`config.mk`:
```
export PLATFORM = sky130hd
export DESIGN_NAME = pcd_pin_mux
export DESIGN_NICKNAME = d
export VERILOG_FILES = /design/src/rtl/pcd_pkg.sv /design/src/rtl/pcd_spike_filter.sv /design/src/rtl/pcd_pin_mux.sv
export SDC_FILE = /design/constraint.sdc
export NUM_CORES = 1
export LEC_CHECK = 0
export BUFFER_PORTS_ARGS = -buffer_cell sky130_fd_sc_hd__buf_2
export CAP_MARGIN = 20
export CORE_UTILIZATION = 43
export DETAILED_ROUTE_END_ITERATION = 8
export PLACE_DENSITY = 0.8
export SLEW_MARGIN = 10
export SYNTH_ARGS = -nofsm -noshare
export SYNTH_HDL_FRONTEND = slang
export SYNTH_HIERARCHICAL = 1
export SYNTH_SLANG_ARGS = --single-unit
```
`constraint.sdc`:
```
create_clock -name mclk -period 1 [get_ports mclk]
set_input_delay 0 -clock mclk [delete_from_list [all_inputs] [get_ports mclk]]
set_output_delay 0 -clock mclk [all_outputs]
set_load 0.01 [all_outputs]
```
`src/rtl/pcd_pkg.sv`:
```
// Package: constants and rule summary for the port C/D override mux
//
// Function
// - Reset fuse programmed frees bit 6 for I/O
// - Reset-pin mode reads direction, latch, pin zero
// - Two-wire enable makes C5 the clock line
// - Two-wire enable makes C4 the data line
// - Two-wire inputs filtered against spikes under 50ns
// - Two-wire pins open drain, value zero, drive-controlled
// - Two-wire enables pull-up/direction overrides, pull-up from latch
// - Slew control and spike filters when two-wire enabled
// - Port C bits 3..0 never overridden
// - D5 input feeds timer1 count, no overrides
// - D4 feeds usart clock, timer0; sync mode sets output value, direction from port
// - D3/D2 interrupts force input buffer enabled
// - Transmitter forces D1 output, data, pull-up off
// - Receiver forces D0 input, feeds receive data
// - Forced D0 pull-up follows latch and disable
`default_nettype none
package pcd_pkg;
	// ------------------------------------------------------------
	// Pins and timing
	// ------------------------------------------------------------
	localparam int PCD_PORT_W      = 8;
	localparam int PCD_BIT_RESET   = 6;
	localparam int PCD_BIT_SCL     = 5;
	localparam int PCD_BIT_SDA     = 4;
	localparam int PCD_BIT_TXD     = 1;
	localparam int PCD_BIT_RXD     = 0;
	localparam int PCD_BIT_XCK     = 4;
	localparam int PCD_BIT_T1      = 5;
	localparam int PCD_BIT_EXT_INTERRUPT_1    = 3;
	localparam int PCD_BIT_EXT_INTERRUPT_0    = 2;
	localparam int PCD_CLK_PERIOD_NS = 50;
	localparam int PCD_SPIKE_NS      = 50;
	// Least time: rounds up, at least one cycle
	localparam int PCD_SPIKE_CYC_RAW =
		(PCD_SPIKE_NS + PCD_CLK_PERIOD_NS - 1) / PCD_CLK_PERIOD_NS;
	localparam int PCD_SPIKE_CYC = (PCD_SPIKE_CYC_RAW < 1) ? 1 : PCD_SPIKE_CYC_RAW;
	localparam logic [7:0] PCD_RST_BYTE = 8'h00;
endpackage
`default_nettype wire

```
`src/rtl/pcd_spike_filter.sv`:
```
// Module: synchroniser and spike filter for one pin input
`default_nettype none
module pcd_spike_filter #(
	parameter int HOLD = 1
) (
	input  wire logic mclk,
	input  wire logic rstn,
	input  wire logic en,
	input  wire logic pin_in,
	output logic      filt_out
);
	import pcd_pkg::*;
	logic [2:0]  sync_q;
	logic [7:0]  cnt_q;
	// ------------------------------------------------------------
	// Three-stage synchroniser
	// ------------------------------------------------------------
	always_ff @(posedge mclk or negedge rstn) begin
		if (!rstn) begin
			sync_q <= 3'h7;
		end else begin
			sync_q <= {sync_q[1:0], pin_in};
		end
	end
	// ------------------------------------------------------------
	// Level must stay stable HOLD cycles
	// ------------------------------------------------------------
	always_ff @(posedge mclk or negedge rstn) begin
		if (!rstn) begin
			cnt_q    <= 8'h00;
			filt_out <= 1'b1;
		end else if (sync_q[2] != sync_q[1]) begin
			cnt_q <= 8'h00;
		end else if (!en) begin
			filt_out <= sync_q[2];
			cnt_q    <= 8'h00;
		end else if (sync_q[2] != filt_out) begin
			if (cnt_q >= 8'(HOLD - 1)) begin
				filt_out <= sync_q[2];
				cnt_q    <= 8'h00;
			end else begin
				cnt_q <= cnt_q + 8'h01;
			end
		end else begin
			cnt_q <= 8'h00;
		end
	end
endmodule
`default_nettype wire

```
`src/rtl/pcd_pin_mux.sv`:
```
// Module: alternate function override mux for ports C and D
`default_nettype none
module pcd_pin_mux (
	input  wire logic                         mclk,
	input  wire logic                         rstn,
	input  wire logic                         reset_pin_disable_fuse,
	input  wire logic                         global_pullup_disable,
	input  wire logic [pcd_pkg::PCD_PORT_W-1:0] portc_latch,
	input  wire logic [pcd_pkg::PCD_PORT_W-1:0] portc_dir,
	input  wire logic [pcd_pkg::PCD_PORT_W-1:0] portd_latch,
	input  wire logic [pcd_pkg::PCD_PORT_W-1:0] portd_dir,
	input  wire logic [pcd_pkg::PCD_PORT_W-1:0] portc_pad_in,
	input  wire logic [pcd_pkg::PCD_PORT_W-1:0] portd_pad_in,
	input  wire logic                         two_wire_enable,
	input  wire logic                         scl_drive_low,
	input  wire logic                         sda_drive_low,
	input  wire logic                         usart_sync_mode_select,
	input  wire logic                         usart_clock_out,
	input  wire logic                         transmitter_enable,
	input  wire logic                         transmit_data,
	input  wire logic                         receiver_enable,
	input  wire logic                         ext_interrupt_0_enable,
	input  wire logic                         ext_interrupt_1_enable,
	output logic [pcd_pkg::PCD_PORT_W-1:0]    portc_pad_out,
	output logic [pcd_pkg::PCD_PORT_W-1:0]    portc_pad_oe,
	output logic [pcd_pkg::PCD_PORT_W-1:0]    portc_pullup_en,
	output logic [pcd_pkg::PCD_PORT_W-1:0]    portc_in_buf_en,
	output logic [pcd_pkg::PCD_PORT_W-1:0]    portd_pad_out,
	output logic [pcd_pkg::PCD_PORT_W-1:0]    portd_pad_oe,
	output logic [pcd_pkg::PCD_PORT_W-1:0]    portd_pullup_en,
	output logic [pcd_pkg::PCD_PORT_W-1:0]    portd_in_buf_en,
	output logic [pcd_pkg::PCD_PORT_W-1:0]    portc_pin_read,
	output logic [pcd_pkg::PCD_PORT_W-1:0]    portc_dir_read,
	output logic [pcd_pkg::PCD_PORT_W-1:0]    portc_latch_read,
	output logic [pcd_pkg::PCD_PORT_W-1:0]    portd_pin_read,
	output logic                              reset_request_n,
	output logic                              slew_limit_en,
	output logic                              scl_in_filtered,
	output logic                              sda_in_filtered,
	output logic                              timer1_count_input,
	output logic                              timer0_count_input,
	output logic                              usart_sync_clock,
	output logic                              ext_interrupt_0,
	output logic                              ext_interrupt_1,
	output logic                              receive_data
);
	import pcd_pkg::*;
	localparam int W = PCD_PORT_W;

	// Override bundles per port
	logic [W-1:0] c_pullup_override_enable, c_pullup_override_value, c_direction_override_enable, c_direction_override_value, c_output_value_override_enable, c_output_value_override_value, c_input_enable_override_enable, c_input_enable_override_value;
	logic [W-1:0] d_pullup_override_enable, d_pullup_override_value, d_direction_override_enable, d_direction_override_value, d_output_value_override_enable, d_output_value_override_value, d_input_enable_override_enable, d_input_enable_override_value;
	logic [W-1:0] c_sync_q, c_sync2_q, c_sync3_q, c_pin_q;
	logic [W-1:0] d_sync_q, d_sync2_q, d_sync3_q, d_pin_q;
	logic         rst_pin;

	assign rst_pin = !reset_pin_disable_fuse;

	// ------------------------------------------------------------
	// Port C override values
	// ------------------------------------------------------------
	always_comb begin
		c_pullup_override_enable  = '0;
		c_pullup_override_value  = '0;
		c_direction_override_enable  = '0;
		c_direction_override_value  = '0;
		c_output_value_override_enable  = '0;
		c_output_value_override_value  = '0;
		c_input_enable_override_enable = '0;
		c_input_enable_override_value = '0;
		// Reset pin takes bit 6 away from the port
		c_pullup_override_enable[PCD_BIT_RESET]  = rst_pin;
		c_pullup_override_value[PCD_BIT_RESET]  = 1'b1;
		c_direction_override_enable[PCD_BIT_RESET]  = rst_pin;
		c_input_enable_override_enable[PCD_BIT_RESET] = rst_pin;
		// Two-wire clock and data lines
		c_pullup_override_enable[PCD_BIT_SCL] = two_wire_enable;
		c_pullup_override_enable[PCD_BIT_SDA] = two_wire_enable;
		c_pullup_override_value[PCD_BIT_SCL] = portc_latch[PCD_BIT_SCL] & !global_pullup_disable;
		c_pullup_override_value[PCD_BIT_SDA] = portc_latch[PCD_BIT_SDA] & !global_pullup_disable;
		c_direction_override_enable[PCD_BIT_SCL] = two_wire_enable;
		c_direction_override_enable[PCD_BIT_SDA] = two_wire_enable;
		c_direction_override_value[PCD_BIT_SCL] = scl_drive_low;
		c_direction_override_value[PCD_BIT_SDA] = sda_drive_low;
		c_output_value_override_enable[PCD_BIT_SCL] = two_wire_enable;
		c_output_value_override_enable[PCD_BIT_SDA] = two_wire_enable;
	end

	// ------------------------------------------------------------
	// Port D override values
	// ------------------------------------------------------------
	always_comb begin
		d_pullup_override_enable  = '0;
		d_pullup_override_value  = '0;
		d_direction_override_enable  = '0;
		d_direction_override_value  = '0;
		d_output_value_override_enable  = '0;
		d_output_value_override_value  = '0;
		d_input_enable_override_enable = '0;
		d_input_enable_override_value = '0;
		d_output_value_override_enable[PCD_BIT_XCK] = usart_sync_mode_select;
		d_output_value_override_value[PCD_BIT_XCK] = usart_clock_out;
		d_input_enable_override_enable[PCD_BIT_EXT_INTERRUPT_1] = ext_interrupt_1_enable;
		d_input_enable_override_value[PCD_BIT_EXT_INTERRUPT_1] = 1'b1;
		d_input_enable_override_enable[PCD_BIT_EXT_INTERRUPT_0] = ext_interrupt_0_enable;
		d_input_enable_override_value[PCD_BIT_EXT_INTERRUPT_0] = 1'b1;
		d_pullup_override_enable[PCD_BIT_TXD] = transmitter_enable;
		d_direction_override_enable[PCD_BIT_TXD] = transmitter_enable;
		d_direction_override_value[PCD_BIT_TXD] = 1'b1;
		d_output_value_override_enable[PCD_BIT_TXD] = transmitter_enable;
		d_output_value_override_value[PCD_BIT_TXD] = transmit_data;
		d_pullup_override_enable[PCD_BIT_RXD] = receiver_enable;
		d_direction_override_enable[PCD_BIT_RXD] = receiver_enable;
		d_pullup_override_value[PCD_BIT_RXD] = portd_latch[PCD_BIT_RXD] & !global_pullup_disable;
	end

	// ------------------------------------------------------------
	// Generic pin logic: override replaces port control
	// ------------------------------------------------------------
	always_comb begin
		for (int i = 0; i < W; i++) begin
			portc_pad_oe[i]    = c_direction_override_enable[i] ? c_direction_override_value[i] : portc_dir[i];
			portc_pad_out[i]   = c_output_value_override_enable[i] ? c_output_value_override_value[i] : portc_latch[i];
			portc_pullup_en[i] = c_pullup_override_enable[i] ? c_pullup_override_value[i]
				: (portc_latch[i] & !portc_dir[i] & !global_pullup_disable);
			portc_in_buf_en[i] = c_input_enable_override_enable[i] ? c_input_enable_override_value[i] : 1'b1;
			portd_pad_oe[i]    = d_direction_override_enable[i] ? d_direction_override_value[i] : portd_dir[i];
			portd_pad_out[i]   = d_output_value_override_enable[i] ? d_output_value_override_value[i] : portd_latch[i];
			portd_pullup_en[i] = d_pullup_override_enable[i] ? d_pullup_override_value[i]
				: (portd_latch[i] & !portd_dir[i] & !global_pullup_disable);
			portd_in_buf_en[i] = d_input_enable_override_enable[i] ? d_input_enable_override_value[i] : 1'b1;
		end
		// Reset pin keeps its pull-up for the reset circuit
		portc_pullup_en[PCD_BIT_RESET] = c_pullup_override_enable[PCD_BIT_RESET] ? 1'b1
			: (portc_latch[PCD_BIT_RESET] & !portc_dir[PCD_BIT_RESET]
			& !global_pullup_disable);
	end

	// ------------------------------------------------------------
	// Pin input synchronisers (change counts when stages 2 and 3 agree)
	// ------------------------------------------------------------
	always_ff @(posedge mclk or negedge rstn) begin
		if (!rstn) begin
			c_sync_q  <= PCD_RST_BYTE;
			c_sync2_q <= PCD_RST_BYTE;
			c_sync3_q <= PCD_RST_BYTE;
			d_sync_q  <= PCD_RST_BYTE;
			d_sync2_q <= PCD_RST_BYTE;
			d_sync3_q <= PCD_RST_BYTE;
		end else begin
			c_sync_q  <= portc_pad_in & portc_in_buf_en;
			c_sync2_q <= c_sync_q;
			c_sync3_q <= c_sync2_q;
			d_sync_q  <= portd_pad_in & portd_in_buf_en;
			d_sync2_q <= d_sync_q;
			d_sync3_q <= d_sync2_q;
		end
	end

	always_ff @(posedge mclk or negedge rstn) begin
		if (!rstn) begin
			c_pin_q <= PCD_RST_BYTE;
			d_pin_q <= PCD_RST_BYTE;
		end else begin
			for (int i = 0; i < W; i++) begin
				if (c_sync2_q[i] == c_sync3_q[i]) begin
					c_pin_q[i] <= c_sync3_q[i];
				end
				if (d_sync2_q[i] == d_sync3_q[i]) begin
					d_pin_q[i] <= d_sync3_q[i];
				end
			end
		end
	end

	// ------------------------------------------------------------
	// Register read view and peripheral inputs
	// ------------------------------------------------------------
	always_comb begin
		portc_pin_read   = c_pin_q;
		portc_dir_read   = portc_dir;
		portc_latch_read = portc_latch;
		portc_pin_read[W-1]   = 1'b0;
		portc_dir_read[W-1]   = 1'b0;
		portc_latch_read[W-1] = 1'b0;
		if (rst_pin) begin
			portc_pin_read[PCD_BIT_RESET]   = 1'b0;
			portc_dir_read[PCD_BIT_RESET]   = 1'b0;
			portc_latch_read[PCD_BIT_RESET] = 1'b0;
		end
	end

	assign portd_pin_read     = d_pin_q;
	assign reset_request_n    = rst_pin ? portc_pad_in[PCD_BIT_RESET] : 1'b1;
	assign slew_limit_en      = two_wire_enable;
	assign timer1_count_input = d_pin_q[PCD_BIT_T1];
	assign timer0_count_input = d_pin_q[PCD_BIT_XCK];
	assign usart_sync_clock   = d_pin_q[PCD_BIT_XCK];
	assign ext_interrupt_1    = d_pin_q[PCD_BIT_EXT_INTERRUPT_1];
	assign ext_interrupt_0    = d_pin_q[PCD_BIT_EXT_INTERRUPT_0];
	assign receive_data       = d_pin_q[PCD_BIT_RXD];

	// Spike filters on the two-wire lines
	pcd_spike_filter #(.HOLD(PCD_SPIKE_CYC)) u_scl_filt (
		.mclk     (mclk),
		.rstn     (rstn),
		.en       (two_wire_enable),
		.pin_in   (portc_pad_in[PCD_BIT_SCL]),
		.filt_out (scl_in_filtered)
	);
	pcd_spike_filter #(.HOLD(PCD_SPIKE_CYC)) u_sda_filt (
		.mclk     (mclk),
		.rstn     (rstn),
		.en       (two_wire_enable),
		.pin_in   (portc_pad_in[PCD_BIT_SDA]),
		.filt_out (sda_in_filtered)
	);
endmodule
`default_nettype wire

```
; ---- After elaboration in Yosys (flattened, before gate mapping)
; Cells that the tools add are included.
[classes]
eq_ne = 23
mux = 32
order_cmp = 2
addsub = 2
reduce_logical = 19
n_bitwise = 38
[ops]
columns = op, count
row1 = $mux W8, 8
row2 = $and A1 B1 Y1, 35
row3 = $mux W1, 24
row4 = $logic_not A1 Y1, 17
row5 = $add A8 B1 Y8 const B, 2
row6 = $ge A8 B1 Y1 const B, 2
row7 = $eq A1 B1 Y1, 15
row8 = $ne A2 B1 Y1 const B, 4
row9 = $and A7 B7 Y7, 1
row10 = $reduce_and A3 Y1, 2
row11 = $ne A1 B1 Y1, 4
row12 = $not A1 Y1, 2
[word_totals]
output_inout_bits = 106
word_cells = 143
in_bits = 62
ff_bits = 84

; ---- Depth between registers and ports, before layout
[logic_depth]
ltp_word = 5
mapped_depth = 3
ltp_nobuf = 2

; ---- Cells and area by module
; Netlist, hierarchy kept.
[by_module_without_submodules]
columns = mod, seq_area_each_um2, n_inst, area_per_inst_um2, cells_per_inst
row1 = pcd_pin_mux, 1501.4, 1, 2483.6, 179
row2 = pcd_spike_filter, 105.1, 2, 116.4, 5

; ---- Least setup slack after synthesis
; OpenSTA, ideal clock, no wires.
[synth_path]
kind = register -> register
startpoint = register, netlist name portd_pin_read[4]
endpoint = register d_pin_q[4], in the netlist portd_pin_read[4]
required_time_ns = 0.869
path_slack_ns = 0.109
path_buffers = 0
arrival_time_ns = 0.760
path_stages_with_launch = 2
setup_time_ns = 0.131
synth_period_minus_slack_ns = 0.891
path_cell_list = dfrtp_1 -> maj3_1
[synth_lines]
columns = item, line
row1 = "end signal, assigned by index", pcd_pin_mux.sv:170  ; d_pin_q[i] <= d_sync3_q[i];
row2 = "end, declared", pcd_pin_mux.sv:54  ; logic [W-1:0] d_sync_q, d_sync2_q, d_sync3_q, d_pin_q;

; ---- Worst setup path after layout
[layout_path]
startpoint = register c_pin_q[6]
endpoint = output portc_pin_read[6] (netlist bit)
[layout_via]
elab_chain_cells = 1
[layout_lines]
columns = item, line
row1 = "start, declared", pcd_pin_mux.sv:53  ; logic [W-1:0] c_sync_q, c_sync2_q, c_sync3_q, c_pin_q;
row2 = "start signal, assigned by index", pcd_pin_mux.sv:167  ; c_pin_q[i] <= c_sync3_q[i];
row3 = $mux W1, pcd_pin_mux.sv:186  ; if (rst_pin) begin
row4 = "end, declared", pcd_pin_mux.sv:32  ; output logic [pcd_pkg::PCD_PORT_W-1:0] portc_pin_read,
; No other way between the ends.

==> flow_summary.json <==
{
  "fin_hold_ws_ns": 0.0726,
  "synth_edf_count": 0,
  "antenna_found_initial": 0,
  "rr_worst_depth": 2,
  "viasPerCell": 4.23,
  "grt_pass1_vias": 1441,
  "vias": 1664,
  "slew_violations": 0,
  "synth_top_area_frac": 0.553,
  "rsz0062_at_grt": "true",
  "cts_num_sinks": 68,
  "nets": 375,
  "grt_overflow": 0,
  "cts_buffers": 9,
  "cts_tree": "yes",
  "fin_crit_sh": 0.992,
  "postRouteAntennaNets": 0,
  "die_w_um": 81.5,
  "fmax_mhz": 1010,
  "cts_buffer_depth": 2,
  "h-tree-depth": 3,
  "yosys.area.top_type": "dfrtp_1",
  "rr_endpoint": "u_sda_filt/filt_out",
  "cp.arrival_ns": 0.99,
  "rows": 28,
  "worstReg2RegStart": "u_sda_filt/filt_out",
  "postRouteWirelength_mm": 4.74,
  "grt_max_degree": 32,
  "end_kind": "output port",
  "peakVddDrop_mv": 1.33,
  "cts_root_buf": "clkbuf_8",
  "power_leakage_uw": 0.00178,
  "clock_latency_ns": 0.33,
  "syn_area_um2": 2720,
  "synth_async_sr_flop_share": 1.00,
  "die_area_um2": 6640,
  "grt_use_total": 0.145,
  "synthFlopType": "dfrtp_1",
  "boundaryPins": 168,
  "drt-initial-drc-count": 24,
  "firstDrtPassIters": 2,
  "power.density_nw_per_um2": 1700,
  "multi_input_area_um2": 519,
  "clk_pin_slew_worst_paths_ns": 0.07,
  "ys_types": 18,
  "cap_viol_max_count": 0,
  "min_path_type": "in2async",
  "yosysMostFrequentCell": "buf_4",
  "core_area_um2": 5990,
  "critPathKind": "reg2out",
  "worstPathRequired_ns": 1.00,
  "synth_common_cells": "68 x buf_4, 60 x dfrtp_1, 15 x maj3_1, 10 x nor3b_2, 8 x dfstp_2",
  "fill_cells": 476,
  "grt_pass1_wl_mm": 6.80,
  "syn_avg_cell_area_um2": 14.4,
  "period_needed_ns": 0.992,
  "synth_area_leaders": "dfrtp_1 55%, buf_4 19%, dfstp_2 7.7%, maj3_1 5.5%, nor3b_2 4.6%",
  "finalSetupViolCount": 0,
  "yosys_warnings": 6,
  "startpoint_type": "flip-flop",
  "synth_seq_area_share": 0.630,
  "critPathMaxFanout": 2,
  "drive_gt1_frac": 0.594,
  "netlist_instances": 189,
  "start_util": 0.453,
  "final_hold_viol_count": 0,
  "postLayoutCellArea_um2": 3490,
  "rrSetupSlack_ns": 0.12,
  "seqCellArea_um2": 1710,
  "setup_tns_ns": 0,
  "globalplace.congestion": 0.758,
  "syn_to_final_growth_pct": 28.4,
  "insertedDiodeCount": 0,
  "yosys_register_bits": 68,
  "die_h_um": 81.5,
  "dp.final_hpwl_mm": 3.53,
  "fin_skew_ns": 0.00848,
  "port_buffers": 146,
  "drc": 0,
  "wl_per_cell_um": 12.1,
  "place_area_um2": 3110,
  "status": "finished clean"
}
layout make-up:
cell class | instances | area share
clock buffers | 10 | 0.0366
clock inverters | 6 | 0.0183
inverters | 1 | 0.00108
multi-input cells | 66 | 0.149
flip-flops and latches | 68 | 0.491
well taps | 75 | 0.0269
repair buffers | 167 | 0.278
critical path, stage by stage (launching register included):
cell     delay (ns)
dfrtp_1        0.40
and2_1         0.14
buf_2          0.13
flip-flops by register name (all words and copies together) (netlist names):
register	flops
u_scl_filt/filt_out	1
d_sync_q	8
d_sync2_q	8
c_sync3_q	7
d_sync3_q	8
u_scl_filt/sync_q	3
c_sync_q	7
c_pin_q	7
u_sda_filt/sync_q	3
portd_pin_read	8
c_sync2_q	7
u_sda_filt/filt_out	1
report_power, final:
group / internal [µW] / switching [µW]
logic: 394 / 396
registers: 2940 / 84.2
clock network: 1150 / 971
worst max-delay path by stage:
stage	from	endpoint	slack [ns]
2_1_floorplan	portd_pin_read[4]	portd_pin_read[4]	0.11
3_3_place_gp	portd_pin_read[4]	portd_pin_read[4]	0.15
3_5_place_dp	c_pin_q[1]	c_pin_q[1]	0.12
4_1_cts	c_pin_q[6]	portc_pin_read[6]	-0.01
5_1_grt	c_pin_q[6]	portc_pin_read[6]	-0.06
6_report	c_pin_q[6]	portc_pin_read[6]	0.008
placed cells by master, fill, tap and decap left out, drive strengths merged:
cell         netlist  layout
buf               70     150
dfrtp             60      60
conb               2      18
dlygate4sd3        0      17
maj3              17      17
nor3b             15      15
clkbuf             0      10
dfstp              8       8
nor2b              5       5
and2               4       4
mux2               2       2
a21o               2       2
clkinv             0       2
clkinvlp           0       2
inv                1       2
or2                2       2
o31ai              1       1
bufinv             0       1
logic make-up after synthesis:
logic type      synth area share
flops                      0.630
mux                      0.00829
simple gates              0.0861
compound gates           0.00829
other cells              0.00276
fa+ha+maj                 0.0636
buf+inv                    0.201
layer usage:
layer	track usage	up-vias	wire, µm
met5	0	-	0
met2	0.233	82	2510
met3	0.0578	7	275
met1	0.169	804	1890
li1	-	771	-
met4	0.0696	0	69
what timing repair did:
item / in CTS / in global routing
pin swaps: 1 / 0
resized for setup: 2 / 0
setup endpoints to repair: 3 / 3
hold buffers: 17 / 0
setup buffers: 1 / 0
endpoints found under the hold margin: 77 / 0
through the flow:
stage | instances | power [µW] | worst slack (ns) | utilization
finish | 393 | 5930 | 0.00794 | 0.582
global route | 393 | 6260 | -0.0572 | 0.582
CTS | 393 | 6040 | -0.0149 | 0.582
detailed placement | 359 | 3800 | 0.120 | 0.519
global placement | 359 | 3780 | 0.148 | 0.519
floorplan | 205 | 3580 | 0.109 | -
No activity file was read; power rests on OpenSTA's default activity.
